`config.mk`:
```
export PLATFORM = sky130hd
export DESIGN_NAME = clps_core_low_power
export DESIGN_NICKNAME = d
export VERILOG_FILES = /design/src/core/clps_pkg.sv /design/src/core/clps_sync.sv /design/src/core/clps_core_low_power.sv
export VERILOG_INCLUDE_DIRS = /design/src /design/src/core
export SDC_FILE = /design/constraint.sdc
export NUM_CORES = 1
export LEC_CHECK = 0
export BUFFER_PORTS_ARGS = -buffer_cell sky130_fd_sc_hd__buf_2
export CAP_MARGIN = 5
export CELL_PAD_IN_SITES_DETAIL_PLACEMENT = 1
export CELL_PAD_IN_SITES_GLOBAL_PLACEMENT = 1
export CORE_MARGIN = 4
export CORE_UTILIZATION = 36
export CTS_CLUSTER_SIZE = 10
export DETAILED_ROUTE_END_ITERATION = 10
export HOLD_SLACK_MARGIN = 0.06
export PLACE_DENSITY_LB_ADDON = 0.1
export REMOVE_ABC_BUFFERS = 1
export SYNTH_ARGS = -nofsm -noshare
export SYNTH_HDL_FRONTEND = slang
export SYNTH_SLANG_ARGS = --single-unit
```
`constraint.sdc`:
```
create_clock -name i_clk_sys -period 2.48 [get_ports i_clk_sys]
set_clock_uncertainty 0.15 [all_clocks]
set_input_delay 0.248 -clock i_clk_sys [delete_from_list [all_inputs] [get_ports i_clk_sys]]
set_output_delay 0.248 -clock i_clk_sys [all_outputs]
set_load 0.02 [all_outputs]
```
`src/core/clps_defs.svh`:
```
/*
  timing and field constants for the core low power signalling block.
  assumes inclusion by bare name from core/ design files.
*/
`ifndef CLPS_DEFS_SVH
`define CLPS_DEFS_SVH
`define CLPS_STS_RP_POS      27
`define CLPS_STS_EXL_POS     1
`define CLPS_STS_ERL_POS     2
`define CLPS_DBG_DM_POS      30
`define CLPS_STS_RST         32'h0000_0004
`define CLPS_DBG_RST         32'h0000_0000
`define CLPS_NUM_INT         6
`define CLPS_RATIO_RST       5'h02
`define CLPS_RATIO_MAX       5'h14
`endif

```
`src/core/clps_pkg.sv`:
```
/*
  types for the core low power signalling block.
  assumes clps_defs.svh holds the numeric constants.
*/
package clps_pkg;
  typedef enum logic [3:0] {
    CLPS_RUN   = 4'b0001,
    CLPS_DRAIN = 4'b0010,
    CLPS_QUIET = 4'b0100,
    CLPS_SLEEP = 4'b1000
  } clps_state_t;
  typedef struct packed {
    logic       intr_any;
    logic       nmi;
    logic       rst_req;
  } clps_wake_t;
  typedef struct packed {
    logic rp;
    logic exception_level_bit;
    logic error_level_bit;
    logic dm;
  } clps_pwr_t;
endpackage : clps_pkg

```
`src/core/clps_sync.sv`:
```
/*
  two flop synchroniser, vector width parameter.
  assumes a single destination clock domain.
*/
`timescale 1ns/1ps
module clps_sync #(
  parameter int W = 1
) (
  input  wire logic         i_clk_sys,
  input  wire logic         i_rst_n,
  input  wire logic [W-1:0] i_d,
  output logic      [W-1:0] o_q
);
  logic [W-1:0] meta;
  // first stage read only by second stage
  always_ff @(posedge i_clk_sys or negedge i_rst_n)
  begin
    if (!i_rst_n)
    begin
      meta <= '0;
      o_q  <= '0;
    end
    else
    begin
      meta <= i_d;
      o_q  <= meta;
    end
  end
endmodule : clps_sync

```
`src/core/clps_core_low_power.sv`:
```
/*
  power state export, halt-until-event sleep sequencing and bus ratio helper.
  assumes status/debug writes and exception entry come from core logic on
  i_clk_sys; wake pins are asynchronous and synchronised here.
*/
`timescale 1ns/1ps
`include "clps_defs.svh"
module clps_core_low_power (
  input  wire logic        i_clk_sys,
  input  wire logic        i_rst_n,
  input  wire logic        i_sts_we,
  input  wire logic [31:0] i_sts_wdata,
  input  wire logic        i_dbg_we,
  input  wire logic [31:0] i_dbg_wdata,
  input  wire logic        i_exc_take,
  input  wire logic        i_exc_to_erl,
  input  wire logic        i_exc_to_dm,
  input  wire logic        i_eret,
  input  wire logic        i_deret,
  input  wire logic        i_halt_fetched,
  input  wire logic        i_halt_graduated,
  input  wire logic        i_bus_busy,
  input  wire logic        i_insn_in_flight,
  input  wire logic [5:0]  i_int_pin,
  input  wire logic        i_nmi_pin,
  input  wire logic        i_reset_pin,
  input  wire logic [4:0]  i_bus_ratio,
  output logic      [31:0] o_status,
  output logic      [31:0] o_debug,
  output logic             o_low_power_request_out,
  output logic             o_exception_level_out,
  output logic             o_error_level_out,
  output logic             o_debug_state_out,
  output logic             o_fetch_stop,
  output logic             o_core_clk_en,
  output logic             o_sleep,
  output logic             o_wake,
  output logic             o_bus_helper_pulse
);
  // architectural bits
  logic [31:0]           status;
  logic [31:0]           debug;
  clps_pkg::clps_state_t state;
  clps_pkg::clps_state_t next_state;
  clps_pkg::clps_pwr_t   pwr;
  clps_pkg::clps_wake_t  wake_s;
  logic [7:0]            wake_q;
  logic [4:0]            ratio;
  logic [4:0]            phase;
  logic [4:0]            next_phase;

  // asynchronous wake pins pass two flops
  clps_sync #(
    .W (8)
  ) u_wake_sync (
    .i_clk_sys (i_clk_sys),
    .i_rst_n   (i_rst_n),
    .i_d       ({i_int_pin, i_nmi_pin, i_reset_pin}),
    .o_q       (wake_q)
  );

  // wake causes
  assign wake_s.intr_any = |wake_q[7:2];
  assign wake_s.nmi      = wake_q[1];
  assign wake_s.rst_req  = wake_q[0];
  assign o_wake          = (state == clps_pkg::CLPS_SLEEP) && (|wake_s);

  // status register: software write, exception entry wins over return
  always_ff @(posedge i_clk_sys or negedge i_rst_n)
  begin
    if (!i_rst_n)
      status <= `CLPS_STS_RST;
    else
    begin
      if (i_sts_we)
        status <= i_sts_wdata;
      if (i_eret && !i_sts_we)
        status[`CLPS_STS_EXL_POS] <= 1'b0;
      if (i_eret && !i_sts_we && !status[`CLPS_STS_EXL_POS])
        status[`CLPS_STS_ERL_POS] <= 1'b0;
      if (i_exc_take && !i_exc_to_dm && !i_exc_to_erl)
        status[`CLPS_STS_EXL_POS] <= 1'b1;
      if (i_exc_take && !i_exc_to_dm && i_exc_to_erl)
        status[`CLPS_STS_ERL_POS] <= 1'b1;
    end
  end

  // debug register: debug exception sets dm, return clears it
  always_ff @(posedge i_clk_sys or negedge i_rst_n)
  begin
    if (!i_rst_n)
      debug <= `CLPS_DBG_RST;
    else
    begin
      if (i_dbg_we)
        debug <= i_dbg_wdata;
      else if (i_deret)
        debug[`CLPS_DBG_DM_POS] <= 1'b0;
      if (i_exc_take && i_exc_to_dm)
        debug[`CLPS_DBG_DM_POS] <= 1'b1;
    end
  end

  // power outputs track the bits combinationally from registers
  assign pwr.rp  = status[`CLPS_STS_RP_POS];
  assign pwr.exception_level_bit = status[`CLPS_STS_EXL_POS];
  assign pwr.error_level_bit = status[`CLPS_STS_ERL_POS];
  assign pwr.dm  = debug[`CLPS_DBG_DM_POS];
  assign o_low_power_request_out = pwr.rp;
  assign o_exception_level_out   = pwr.exception_level_bit;
  assign o_error_level_out       = pwr.error_level_bit;
  assign o_debug_state_out       = pwr.dm;
  assign o_status = status;
  assign o_debug  = debug;

  // halt sequencing
  always_comb
  begin
    next_state = state;
    unique case (state)
      clps_pkg::CLPS_RUN:
        if (i_halt_fetched)
          next_state = clps_pkg::CLPS_DRAIN;
      clps_pkg::CLPS_DRAIN:
        if (i_halt_graduated)
          next_state = clps_pkg::CLPS_QUIET;
      clps_pkg::CLPS_QUIET:
        if (|wake_s)
          next_state = clps_pkg::CLPS_RUN;
        else if (!i_bus_busy && !i_insn_in_flight)
          next_state = clps_pkg::CLPS_SLEEP;
      clps_pkg::CLPS_SLEEP:
        if (|wake_s)
          next_state = clps_pkg::CLPS_RUN;
      default:
        next_state = clps_pkg::CLPS_RUN;
    endcase
  end

  // state flops: all state static, held while clock stopped
  always_ff @(posedge i_clk_sys or negedge i_rst_n)
  begin
    if (!i_rst_n)
      state <= clps_pkg::CLPS_RUN;
    else
      state <= next_state;
  end

  assign o_fetch_stop  = (state != clps_pkg::CLPS_RUN);
  assign o_sleep       = (state == clps_pkg::CLPS_SLEEP);
  assign o_core_clk_en = (state != clps_pkg::CLPS_SLEEP);

  // bus helper pulse: ratio in half steps, 2 means 1:1, 20 means 1:10
  assign ratio = (i_bus_ratio < `CLPS_RATIO_RST) ? `CLPS_RATIO_RST :
                 (i_bus_ratio > `CLPS_RATIO_MAX) ? `CLPS_RATIO_MAX : i_bus_ratio;
  assign next_phase = (phase + 5'h02 >= ratio) ? 5'(phase + 5'h02 - ratio) : 5'(phase + 5'h02);

  always_ff @(posedge i_clk_sys or negedge i_rst_n)
  begin
    if (!i_rst_n)
    begin
      phase              <= 5'h00;
      o_bus_helper_pulse <= 1'b0;
    end
    else
    begin
      phase              <= next_phase;
      o_bus_helper_pulse <= (phase + 5'h02 >= ratio);
    end
  end

  // checks
  property p_rp_mirror;
    @(posedge i_clk_sys) disable iff (!i_rst_n)
    i_sts_we |=> o_low_power_request_out == $past(i_sts_wdata[`CLPS_STS_RP_POS]);
  endproperty
  a_rp_mirror: assert property (p_rp_mirror) else $error("request pin not following bit");

  property p_exc_sets;
    @(posedge i_clk_sys) disable iff (!i_rst_n)
    (i_exc_take && !i_exc_to_dm && !i_exc_to_erl) |=> o_exception_level_out;
  endproperty
  a_exc_sets: assert property (p_exc_sets) else $error("exception level not set");

  property p_dm_sets;
    @(posedge i_clk_sys) disable iff (!i_rst_n)
    (i_exc_take && i_exc_to_dm) |=> o_debug_state_out;
  endproperty
  a_dm_sets: assert property (p_dm_sets) else $error("debug state not set");

  property p_dm_clear;
    @(posedge i_clk_sys) disable iff (!i_rst_n)
    (i_deret && !i_dbg_we && !i_exc_take) |=> !o_debug_state_out;
  endproperty
  a_dm_clear: assert property (p_dm_clear) else $error("debug state not cleared");

  property p_sleep_quiet;
    @(posedge i_clk_sys) disable iff (!i_rst_n)
    $rose(o_sleep) |-> $past(!i_bus_busy && !i_insn_in_flight);
  endproperty
  a_sleep_quiet: assert property (p_sleep_quiet) else $error("sleep while busy");

  property p_fetch_stop;
    @(posedge i_clk_sys) disable iff (!i_rst_n)
    (state == clps_pkg::CLPS_RUN && i_halt_fetched) |=> o_fetch_stop;
  endproperty
  a_fetch_stop: assert property (p_fetch_stop) else $error("fetch not stopped");

  property p_grad_wait;
    @(posedge i_clk_sys) disable iff (!i_rst_n)
    (state == clps_pkg::CLPS_DRAIN && !i_halt_graduated) |=> !o_sleep;
  endproperty
  a_grad_wait: assert property (p_grad_wait) else $error("sleep before graduation");

  property p_wake;
    @(posedge i_clk_sys) disable iff (!i_rst_n)
    o_wake |=> !o_sleep && o_core_clk_en;
  endproperty
  a_wake: assert property (p_wake) else $error("sleep kept after wake");

  property p_clk_off;
    @(posedge i_clk_sys) disable iff (!i_rst_n)
    o_sleep |-> !o_core_clk_en;
  endproperty
  a_clk_off: assert property (p_clk_off) else $error("core clock running in sleep");

  // clock stays suspended until a wake source shows up
  property p_sleep_hold;
    @(posedge i_clk_sys) disable iff (!i_rst_n)
    (o_sleep && !o_wake) |=> o_sleep;
  endproperty
  a_sleep_hold: assert property (p_sleep_hold) else $error("sleep left without wake");

  // equal rates need a helper pulse on every core cycle
  property p_helper_full;
    @(posedge i_clk_sys) disable iff (!i_rst_n)
    (i_bus_ratio <= `CLPS_RATIO_RST) |=> o_bus_helper_pulse;
  endproperty
  a_helper_full: assert property (p_helper_full) else $error("helper pulse missing at equal rates");
endmodule : clps_core_low_power

```
Word level (Yosys, flattened, before mapping). Cells that the tools add are included.

Register bits after elaboration: 90. Input bits: 90. Output and inout port bits: 73. Logic and storage cells: 61.

Add/subtract/negate cells: 2. Magnitude comparators: 3. Equality and inequality tests: 10. Mux-type cells: 17. Reduce and logical (&&, ||, !) cells: 19.

Operators by type and width (count): 4-bit 2-to-1 mux (5); 4-bit case mux with 4 select lines (1); 5-bit 2-to-1 mux (3); 3-bit nonzero test (3); 1-bit logical AND (8); 8-bit OR reduction (1); 1-bit 2-to-1 mux (7); 1-bit zero test (6); 5-bit by 2-bit adder with 5-bit output (second input constant) (1); 5-bit >= comparator (1); 5-bit > comparator (second input constant) (1); 5-bit by 2-bit less-than comparator with 1-bit output (second input constant) (1); 5-bit subtractor (1); 4-bit by 1-bit == test with 1-bit output (second input constant) (1); 4-bit by 2-bit == test with 1-bit output (second input constant) (1); 4-bit by 3-bit == test with 1-bit output (second input constant) (1); 4-bit == test (second input constant) (1); 2-bit inequality test (second input constant) (2); 4-bit by 1-bit inequality test with 1-bit output (second input constant) (1); 4-bit inequality test (second input constant) (1); 4-bit AND reduction (1); 3-bit 2-to-1 mux (1); 3-bit inequality test (second input constant) (1); 2-bit by 1-bit inequality test with 1-bit output (second input constant) (1).

Longest topological paths before layout. Gate-level depths: netlist of run 1.

Depth in word-level cells: 5. Depth in mapped cells: 9. Depth with buffers taken out: 9.

Cells and area by module. A second synthesis of run 1 with hierarchy kept.

Cells, all modules: 240. Area total of the unflattened synthesis: 3568.4 µm².

Modules (own cells, without submodules): clps_core_low_power (times used 1, cells each 224, area each 3168.0 µm², seq. area each 1854.3 µm²); clps_sync (times used 1, cells each 16, area each 400.4 µm², seq. area each 400.4 µm²).

Worst setup path before layout of run 1. Ideal clock, no wire load.

Kind: input port to flip-flop. From: in i_bus_ratio[1]. To: reg phase[2]. Setup time: 128 ps. Arrival: 1976 ps. Data required time: 2202 ps. Setup slack: 227 ps. Stages: 9. Path buffers: 0. Cell sequence: inv_1 o22ai_1 a21boi_0 inv_1 ha_1 nor2b_4 o31a_4 o21ai_4 mux2_1.

Longest elaborated chain between the ends: 5. Elaborated cells between the ends (all ways): 7. Those cells by class: add/sub: 1; order compare: 3; mux: 3.

RTL lines: start, declared (RTL line clps_core_low_power.sv:27) `input wire logic [4:0] i_bus_ratio,`; 5-bit > comparator (no source line); 5-bit 2-to-1 mux (RTL line clps_core_low_power.sv:155) `` (i_bus_ratio > `CLPS_RATIO_MAX) ? `CLPS_RATIO_MAX : i_bus_ratio; ``; 5-bit 2-to-1 mux (*) (RTL line clps_core_low_power.sv:154) `` assign ratio = (i_bus_ratio < `CLPS_RATIO_RST) ? `CLPS_RATIO_RST : ``; 5-bit subtractor or 5-bit >= comparator (tied branches) (RTL line clps_core_low_power.sv:156) `assign next_phase = (phase + 5'h02 >= ratio) ? 5'(phase + 5'h02 - ratio) : 5'(phase + 5'h02);`; 5-bit 2-to-1 mux (*) (RTL line clps_core_low_power.sv:156); via next_phase[2] (RTL line clps_core_low_power.sv:50) `logic [4:0] next_phase;`; end signal, assigned (RTL line clps_core_low_power.sv:167) `phase <= next_phase;`; end, declared (RTL line clps_core_low_power.sv:49) `logic [4:0] phase;`.

Mark *: on every way through the listed nets, which the timed path passes. The rest lies on a longest branch. A chain may end at the register's enable or synchronous reset.

Final worst setup path of run 1.
From: reg phase[1]. To: reg phase[2].

Longest elaborated chain between the ends: 3. Elaborated cells between the ends (all ways): 4. Those cells by class: add/sub: 2; order compare: 1; mux: 1.

RTL lines (RTL line): 5-bit by 2-bit adder with 5-bit output (*) (clps_core_low_power.sv:156); 5-bit subtractor or 5-bit >= comparator (tied branches) (clps_core_low_power.sv:156); 5-bit 2-to-1 mux (*) (clps_core_low_power.sv:156); via next_phase[2] (clps_core_low_power.sv:50).

Marks and branches as above.

==> flow_metrics.env, run 1 <==
export IMPL_netlist_area_mm2=0.00360
export IMPL_core_area_mm2=0.00977
export IMPL_antenna_found_initial=1
export IMPL_yosys_cell_types_count=45
export IMPL_start_kind="flip-flop"
export IMPL_cp_data_arrival_time_ns=2.38
export IMPL_fin_crit_sh=0.925
export IMPL_io_buffers=162
export IMPL_whs_path_depth=4
export IMPL_relSlewSlack=0.468
export IMPL_clockBufferDepth=2
export IMPL_drt_iter0_drc=62
export IMPL_start_util=0.368
export IMPL_grt_max_degree=91
export IMPL_pwr_density_cell_mw_per_mm2=807
export IMPL_grt_pass1_wl_um=16300
export IMPL_gp_congestion=0.780
export IMPL_synth_mux_area_fraction=0.200
export IMPL_post_route_util=0.568
export IMPL_num_antenna_cells=0
export IMPL_syn_inst=244
export IMPL_critical_path_required_ns=2.57
export IMPL_clk_latency_ns=0.35
export IMPL_min_to="state[3]"
export IMPL_synth_fa_ha_area_frac=0.0264
export IMPL_maxCapViolations=0
export IMPL_cp_max_fo=5
export IMPL_ys_seq_area_frac=0.626
export IMPL_finalHoldViolCount=0
export IMPL_end_kind="flip-flop"
export IMPL_htreeDepth=3
export IMPL_wl_per_cell_um=16.8
export IMPL_hpwl_um=6550
export IMPL_outcome="complete, no violations"
export IMPL_syn2layout_area_growth_pct=54.4
export IMPL_syn_avg_cell_area_um2=14.8
export IMPL_drt_wl_total_um=10500
export IMPL_ant_nets=0
export IMPL_dieArea_mm2=0.0117
export IMPL_crit_type="flip-flop to flip-flop"
export IMPL_die_h_um=108
export IMPL_routed_via_density=4.61
export IMPL_vias=2874
export IMPL_vdd_drop_max_mv=0.500
export IMPL_synth_top_family_by_area="multiplexers"
export IMPL_cts_root_buf="clkbuf_8"
export IMPL_period_needed_ns=2.29
export IMPL_synth_compound_area_share=0.0487
export IMPL_rrSetupSlack_ns=0.19
export IMPL_r2r_end="phase[2]"
export IMPL_power_leakage_uw=0.00269
export IMPL_layout_drive_gt1_share=0.516
export IMPL_fin_nets=582
export IMPL_io_pins=163
export IMPL_synth_simple_area_share=0.0612
export IMPL_overflow=0
export IMPL_synth_seq_cells=90
export IMPL_setup_tns_ns=0
export IMPL_rsz0062_at_grt="false"
export IMPL_clkSlewWorstSetupHoldPaths_ns=0.09
export IMPL_num_rows=36
export IMPL_synth_warnings=0
export IMPL_cts_tree="yes"
export IMPL_r2r_start="phase[1]"
export IMPL_die_w_um=108
export IMPL_r2r_cells=6
export IMPL_synth_xor_area_frac=0.00973
export IMPL_tightest_slew_ns=0.798
export IMPL_cts_sinks=90
export IMPL_first_global_vias=3199
export IMPL_placed_area_mm2=0.00454
export IMPL_fin_area_mm2=0.00556
export IMPL_cts_made_buffers=9
export IMPL_fillers=1006
export IMPL_first_pass_iters=3
export IMPL_drc=0
export IMPL_postCtsSetupRepairBufs=0
export IMPL_setup_violations=0
export IMPL_hold_start="i_bus_busy"
export IMPL_grt_use_total=0.183
export IMPL_fmax_mhz=436
export IMPL_hold_class="primary input to flip-flop"
export IMPL_final_max_slew_viol_count=0
-- layout make-up --
class	count	area [um2]	share of cell area
clock buffer	11	151	0.0272
clock inverter	5	85.1	0.0153
inverter	9	33.8	0.00608
multi-input combinational	133	1240	0.224
sequential	90	2250	0.406
tap	133	166	0.0299
timing repair buffer	242	1620	0.292
-- layout by cell type, fill, tap and decap left out, drive strengths merged, types with 3 or more instances in the layout --
cell type      n
nor2          11
nor3           3
dfrtp         88
nand2b         3
ha             6
inv           10
buf          164
o21ai          4
nand3          3
dlygate4sd3   78
nand2          6
mux2          62
clkbuf        11
-- layer usage --
layer  GRT usage  share of wire  vias to the layer above
li1            -              -                     1330
met1       0.202           0.38                     1408
met4      0.0766          0.022                        2
met3      0.0561          0.081                       19
met2       0.327           0.51                      115
met5           0         0.0011                        -
-- metrics by stage --
| step | hold slack (ns) | std cells | power [uW] | setup WS, ns |
|---|---|---|---|---|
| after CTS | 0.102 | 623 | 4530 | 0.182 |
| after floorplan | -0.198 | 232 | 2740 | 0.227 |
| after global placement | 0.181 | 529 | 3180 | 0.0829 |
| after detailed placement | 0.183 | 529 | 3230 | 0.0231 |
| final | 0.119 | 623 | 4490 | 0.186 |
| after global routing | 0.146 | 623 | 4780 | 0.0650 |
-- registers in the layout, summed over array words and instances, names as in the netlist --
name,cells
phase,5
o_debug,32
o_status,32
state,4
u_wake_sync.meta,8
u_wake_sync.o_q,8
o_bus_helper_pulse,1
-- where the power goes --
group | leakage (uW) | switching, uW | total, uW | internal, uW
logic | 0.00151 | 812 | 1550 | 735
clock network | 0.000116 | 535 | 1160 | 629
registers | 0.00106 | 106 | 1770 | 1670
total | 0.00269 | 1450 | 4490 | 3030
-- cell usage after synthesis, drive strengths merged --
master,instances,area [um2]
nand3b,1,7.51
or2,1,6.26
or2b,1,8.76
o211a,2,20.0
nand2,6,22.5
or4,2,22.5
nor4bb,1,10.0
o2bb2ai,1,8.76
mux2,62,698
inv,9,33.8
clkbuf,2,7.51
dfstp,2,52.6
xor2,2,17.5
o21ai,4,31.3
a22o,1,10.0
fa,1,20.0
a22oi,1,7.51
xnor2,2,17.5
nor2,11,48.8
nor3b,1,7.51
a21boi,2,15.0
o31a,1,17.5
nor2b,2,20.0
buf,10,60.1
o21a,2,15.0
nand3,3,20.0
and2,1,6.26
a21oi,2,10.0
o311ai,1,8.76
nand2b,3,18.8
ha,6,75.1
o22ai,2,12.5
nor3,3,15.0
mux2i,2,20.0
dfrtp,88,2200
a221o,1,10.0
nand4,1,6.26
o221ai,1,8.76
-- worst max-delay path by stage --
| stage | from | to | slack (ns) | cells past startpoint |
|---|---|---|---|---|
| 6_report | phase[1] | phase[2] | 0.19 | 6 |
| 5_1_grt | phase[1] | phase[2] | 0.07 | 7 |
| 4_1_cts | phase[1] | phase[2] | 0.18 | 6 |
| 3_5_place_dp | i_bus_ratio[3] | phase[2] | 0.02 | 9 |
| 3_3_place_gp | i_bus_ratio[3] | phase[2] | 0.08 | 9 |
| 2_1_floorplan | i_bus_ratio[1] | phase[2] | 0.23 | 9 |
-- timing repair --
item,in CTS,in global routing
hold buffers,78,0
gates resized for setup,0,0
hold endpoints to repair,162,0
-- worst max-delay path, stage by stage (launching register included) --
cell     delay (ns)
dfrtp_1        0.47
ha_1           0.37
ha_1           0.38
o21a_1         0.22
o31a_4         0.13
o21ai_4        0.13
mux2_1         0.33
-- cells by family after synthesis --
family,count (synthesis)
multiplexers,64
buffers and inverters,21
AND/OR/NAND/NOR,37
adder cells (fa/ha/maj),7
flip-flops,90
AO/OA/AOI/OAI,21
XOR/XNOR,4
(Power assumes the default switching activity.)
==> run 2: changes to the inputs <==
--- a/config.mk
+++ b/config.mk
@@ -6,7 +6,7 @@
 export SDC_FILE = /design/constraint.sdc
 export NUM_CORES = 1
 export LEC_CHECK = 0
-export BUFFER_PORTS_ARGS = -buffer_cell sky130_fd_sc_hd__buf_2
+export BUFFER_PORTS_ARGS = -buffer_cell sky130_fd_sc_hd__buf_4
 export CAP_MARGIN = 5
 export CELL_PAD_IN_SITES_DETAIL_PLACEMENT = 1
 export CELL_PAD_IN_SITES_GLOBAL_PLACEMENT = 1
==> run 2 against run 1 <==
Against the previous run: utilization increased by 4.3 points; final area increased by 7.5%; setup slack improved by 0.025 ns; largest cell class unchanged; global-route usage increased by 0.83 points; highest routed layer is now met4; critical endpoint unchanged; critical path depth increased by 1; power increased by 3.6%; non-clock buffer count unchanged; die area unchanged; largest power group unchanged.
==> flow_metrics.env, run 2 (same netlist as run 1, synthesis figures left out) <==
export IMPL_place_inst=529
export IMPL_maxCapViolations=0
export IMPL_end_kind="flip-flop"
export IMPL_fin_area_mm2=0.00597
export IMPL_setup_tns_ns=0
export IMPL_hold_class="primary input to flip-flop"
export IMPL_grt_use_total=0.192
export IMPL_clockBufferDepth=2
export IMPL_drt_wl_total_um=11000
export IMPL_cts_root_buf="clkbuf_8"
export IMPL_vias=2844
export IMPL_placed_area_mm2=0.00494
export IMPL_tightest_slew_ns=0.550
export IMPL_ant_nets=0
export IMPL_outcome="complete, no violations"
export IMPL_slowest_delay_ns=0.46
export IMPL_cts_sinks=90
export IMPL_die_w_um=108
export IMPL_syn2layout_area_growth_pct=65.9
export IMPL_fin_nets=582
export IMPL_final_cell_mix="163 x buf_4, 88 x dfrtp_1, 78 x dlygate4sd3_1"
export IMPL_first_pass_iters=4
export IMPL_dieArea_mm2=0.0117
export IMPL_cp_max_fo=5
export IMPL_start_util=0.368
export IMPL_relSlewSlack=0.633
export IMPL_postCtsSetupRepairBufs=0
export IMPL_fin_crit_sh=0.915
export IMPL_finalHoldViolCount=0
export IMPL_die_h_um=108
export IMPL_antenna_found_initial=0
export IMPL_num_rows=36
export IMPL_setup_slack_ns=0.210
export IMPL_setup_violations=0
export IMPL_drt_iter0_drc=60
export IMPL_routed_via_density=4.56
export IMPL_overflow=0
export IMPL_grt_max_degree=50
export IMPL_core_area_mm2=0.00977
export IMPL_slowest_stage="dfrtp_1"
export IMPL_drc=0
export IMPL_layout_drive_gt1_share=0.516
export IMPL_final_max_slew_viol_count=0
export IMPL_crit_path_cell_trace="ha_1 > xor2_1 > ha_1 > nand4_1 > nand2_1 > o21ai_4 > mux2_1"
export IMPL_cts_tree="yes"
export IMPL_instances_no_fill=624
export IMPL_postCtsResizedCells=0
export IMPL_grt_pass1_wl_um=17300
export IMPL_io_pins=163
export IMPL_holdWs_ns=0.163
export IMPL_start_kind="flip-flop"
export IMPL_critical_path_required_ns=2.56
export IMPL_rsz0062_at_grt="false"
export IMPL_period_needed_ns=2.27
export IMPL_final_common_cell="buf_4"
export IMPL_clkSlewWorstSetupHoldPaths_ns=0.10
export IMPL_dpl_worst_slack_ns=0.0353
export IMPL_power_leakage_uw=0.00283
export IMPL_pwr_density_cell_mw_per_mm2=778
export IMPL_fmax_mhz=441
export IMPL_gp_congestion=0.789
export IMPL_clk_latency_ns=0.35
export IMPL_wl_per_cell_um=17.7
export IMPL_cp_data_arrival_time_ns=2.35
export IMPL_hpwl_um=7030
export IMPL_htreeDepth=3
export IMPL_crit_type="flip-flop to flip-flop"
export IMPL_io_buffers=162
export IMPL_path_common_cell="ha_1"
export IMPL_first_global_vias=3363
export IMPL_vdd_drop_max_mv=0.430
export IMPL_cts_made_buffers=9
run 2: cell types whose count changed in the layout (fill, tap and decap cells not counted):
cell / before / now
clkbuf_8: 11 / 9
buf_2: 161 / 0
clkinv_2: 0 / 1
bufinv_16: 2 / 3
diode_2: 0 / 1
buf_4: 2 / 163
clkinvlp_4: 1 / 0
inv_8: 0 / 1
run 2: repair_timing:
action	in CTS	in global routing
endpoints found under the hold margin	115	0
hold buffers	78	0
endpoints found under the setup margin	0	0
run 2: worst paths after layout:
check / endpoint / startpoint / slack (ns) / cells past startpoint
worst max-delay path: phase[2] / phase[1] / 0.21 / 7
worst min-delay path: state[3] / i_bus_busy / 0.16 / 4
worst max register to register: phase[2] / phase[1] / 0.21 / 7
worst min register to register: u_wake_sync.o_q[2] / u_wake_sync.meta[2] / 0.21 / 0
max in group asynchronous: o_status[2] / i_rst_n / 1.18 / 3
min in group asynchronous: o_status[28] / i_rst_n / 0.29 / 2
run 2: layer usage:
| metal | GRT usage | vias to the layer above | share of wire |
|---|---|---|---|
| met3 | 0.0615 | 12 | 0.088 |
| met5 | 0 | - | 0 |
| li1 | - | 1331 | - |
| met1 | 0.213 | 1395 | 0.37 |
| met2 | 0.346 | 106 | 0.52 |
| met4 | 0.0622 | 0 | 0.015 |
run 2: final cells by class:
cell class | count | area [um2]
Clock buffer | 9 | 124
Inverter | 9 | 33.8
Multi-Input combinational cell | 133 | 1240
Tap cell | 133 | 166
Antenna cell | 1 | 2.50
Clock inverter | 7 | 124
Sequential cell | 90 | 2250
Timing Repair Buffer | 242 | 2020
Fill cell | 983 | 3800
run 2: through the flow:
stage          utilization  total power (uW)
2_1_floorplan            -              2740
3_5_place_dp         0.506              3340
6_report             0.611              4650
4_1_cts              0.611              4690
3_3_place_gp         0.506              3290
5_1_grt              0.611              4910
run 2: power by group:
part	switching (uW)	internal (uW)
sequential	111	1670
combinational	804	843
clock	538	680
total	1450	3190
run 2: worst max-delay path, delay by kind of cell, from the launching register on:
family	cells	cell delay, ns
adders and majority gates	2	0.56
DFF	1	0.46
muxes	1	0.33
and+or+nand+nor	2	0.24
xor gates and xnor gates	1	0.24
AOI/OAI and AO/OA	1	0.18
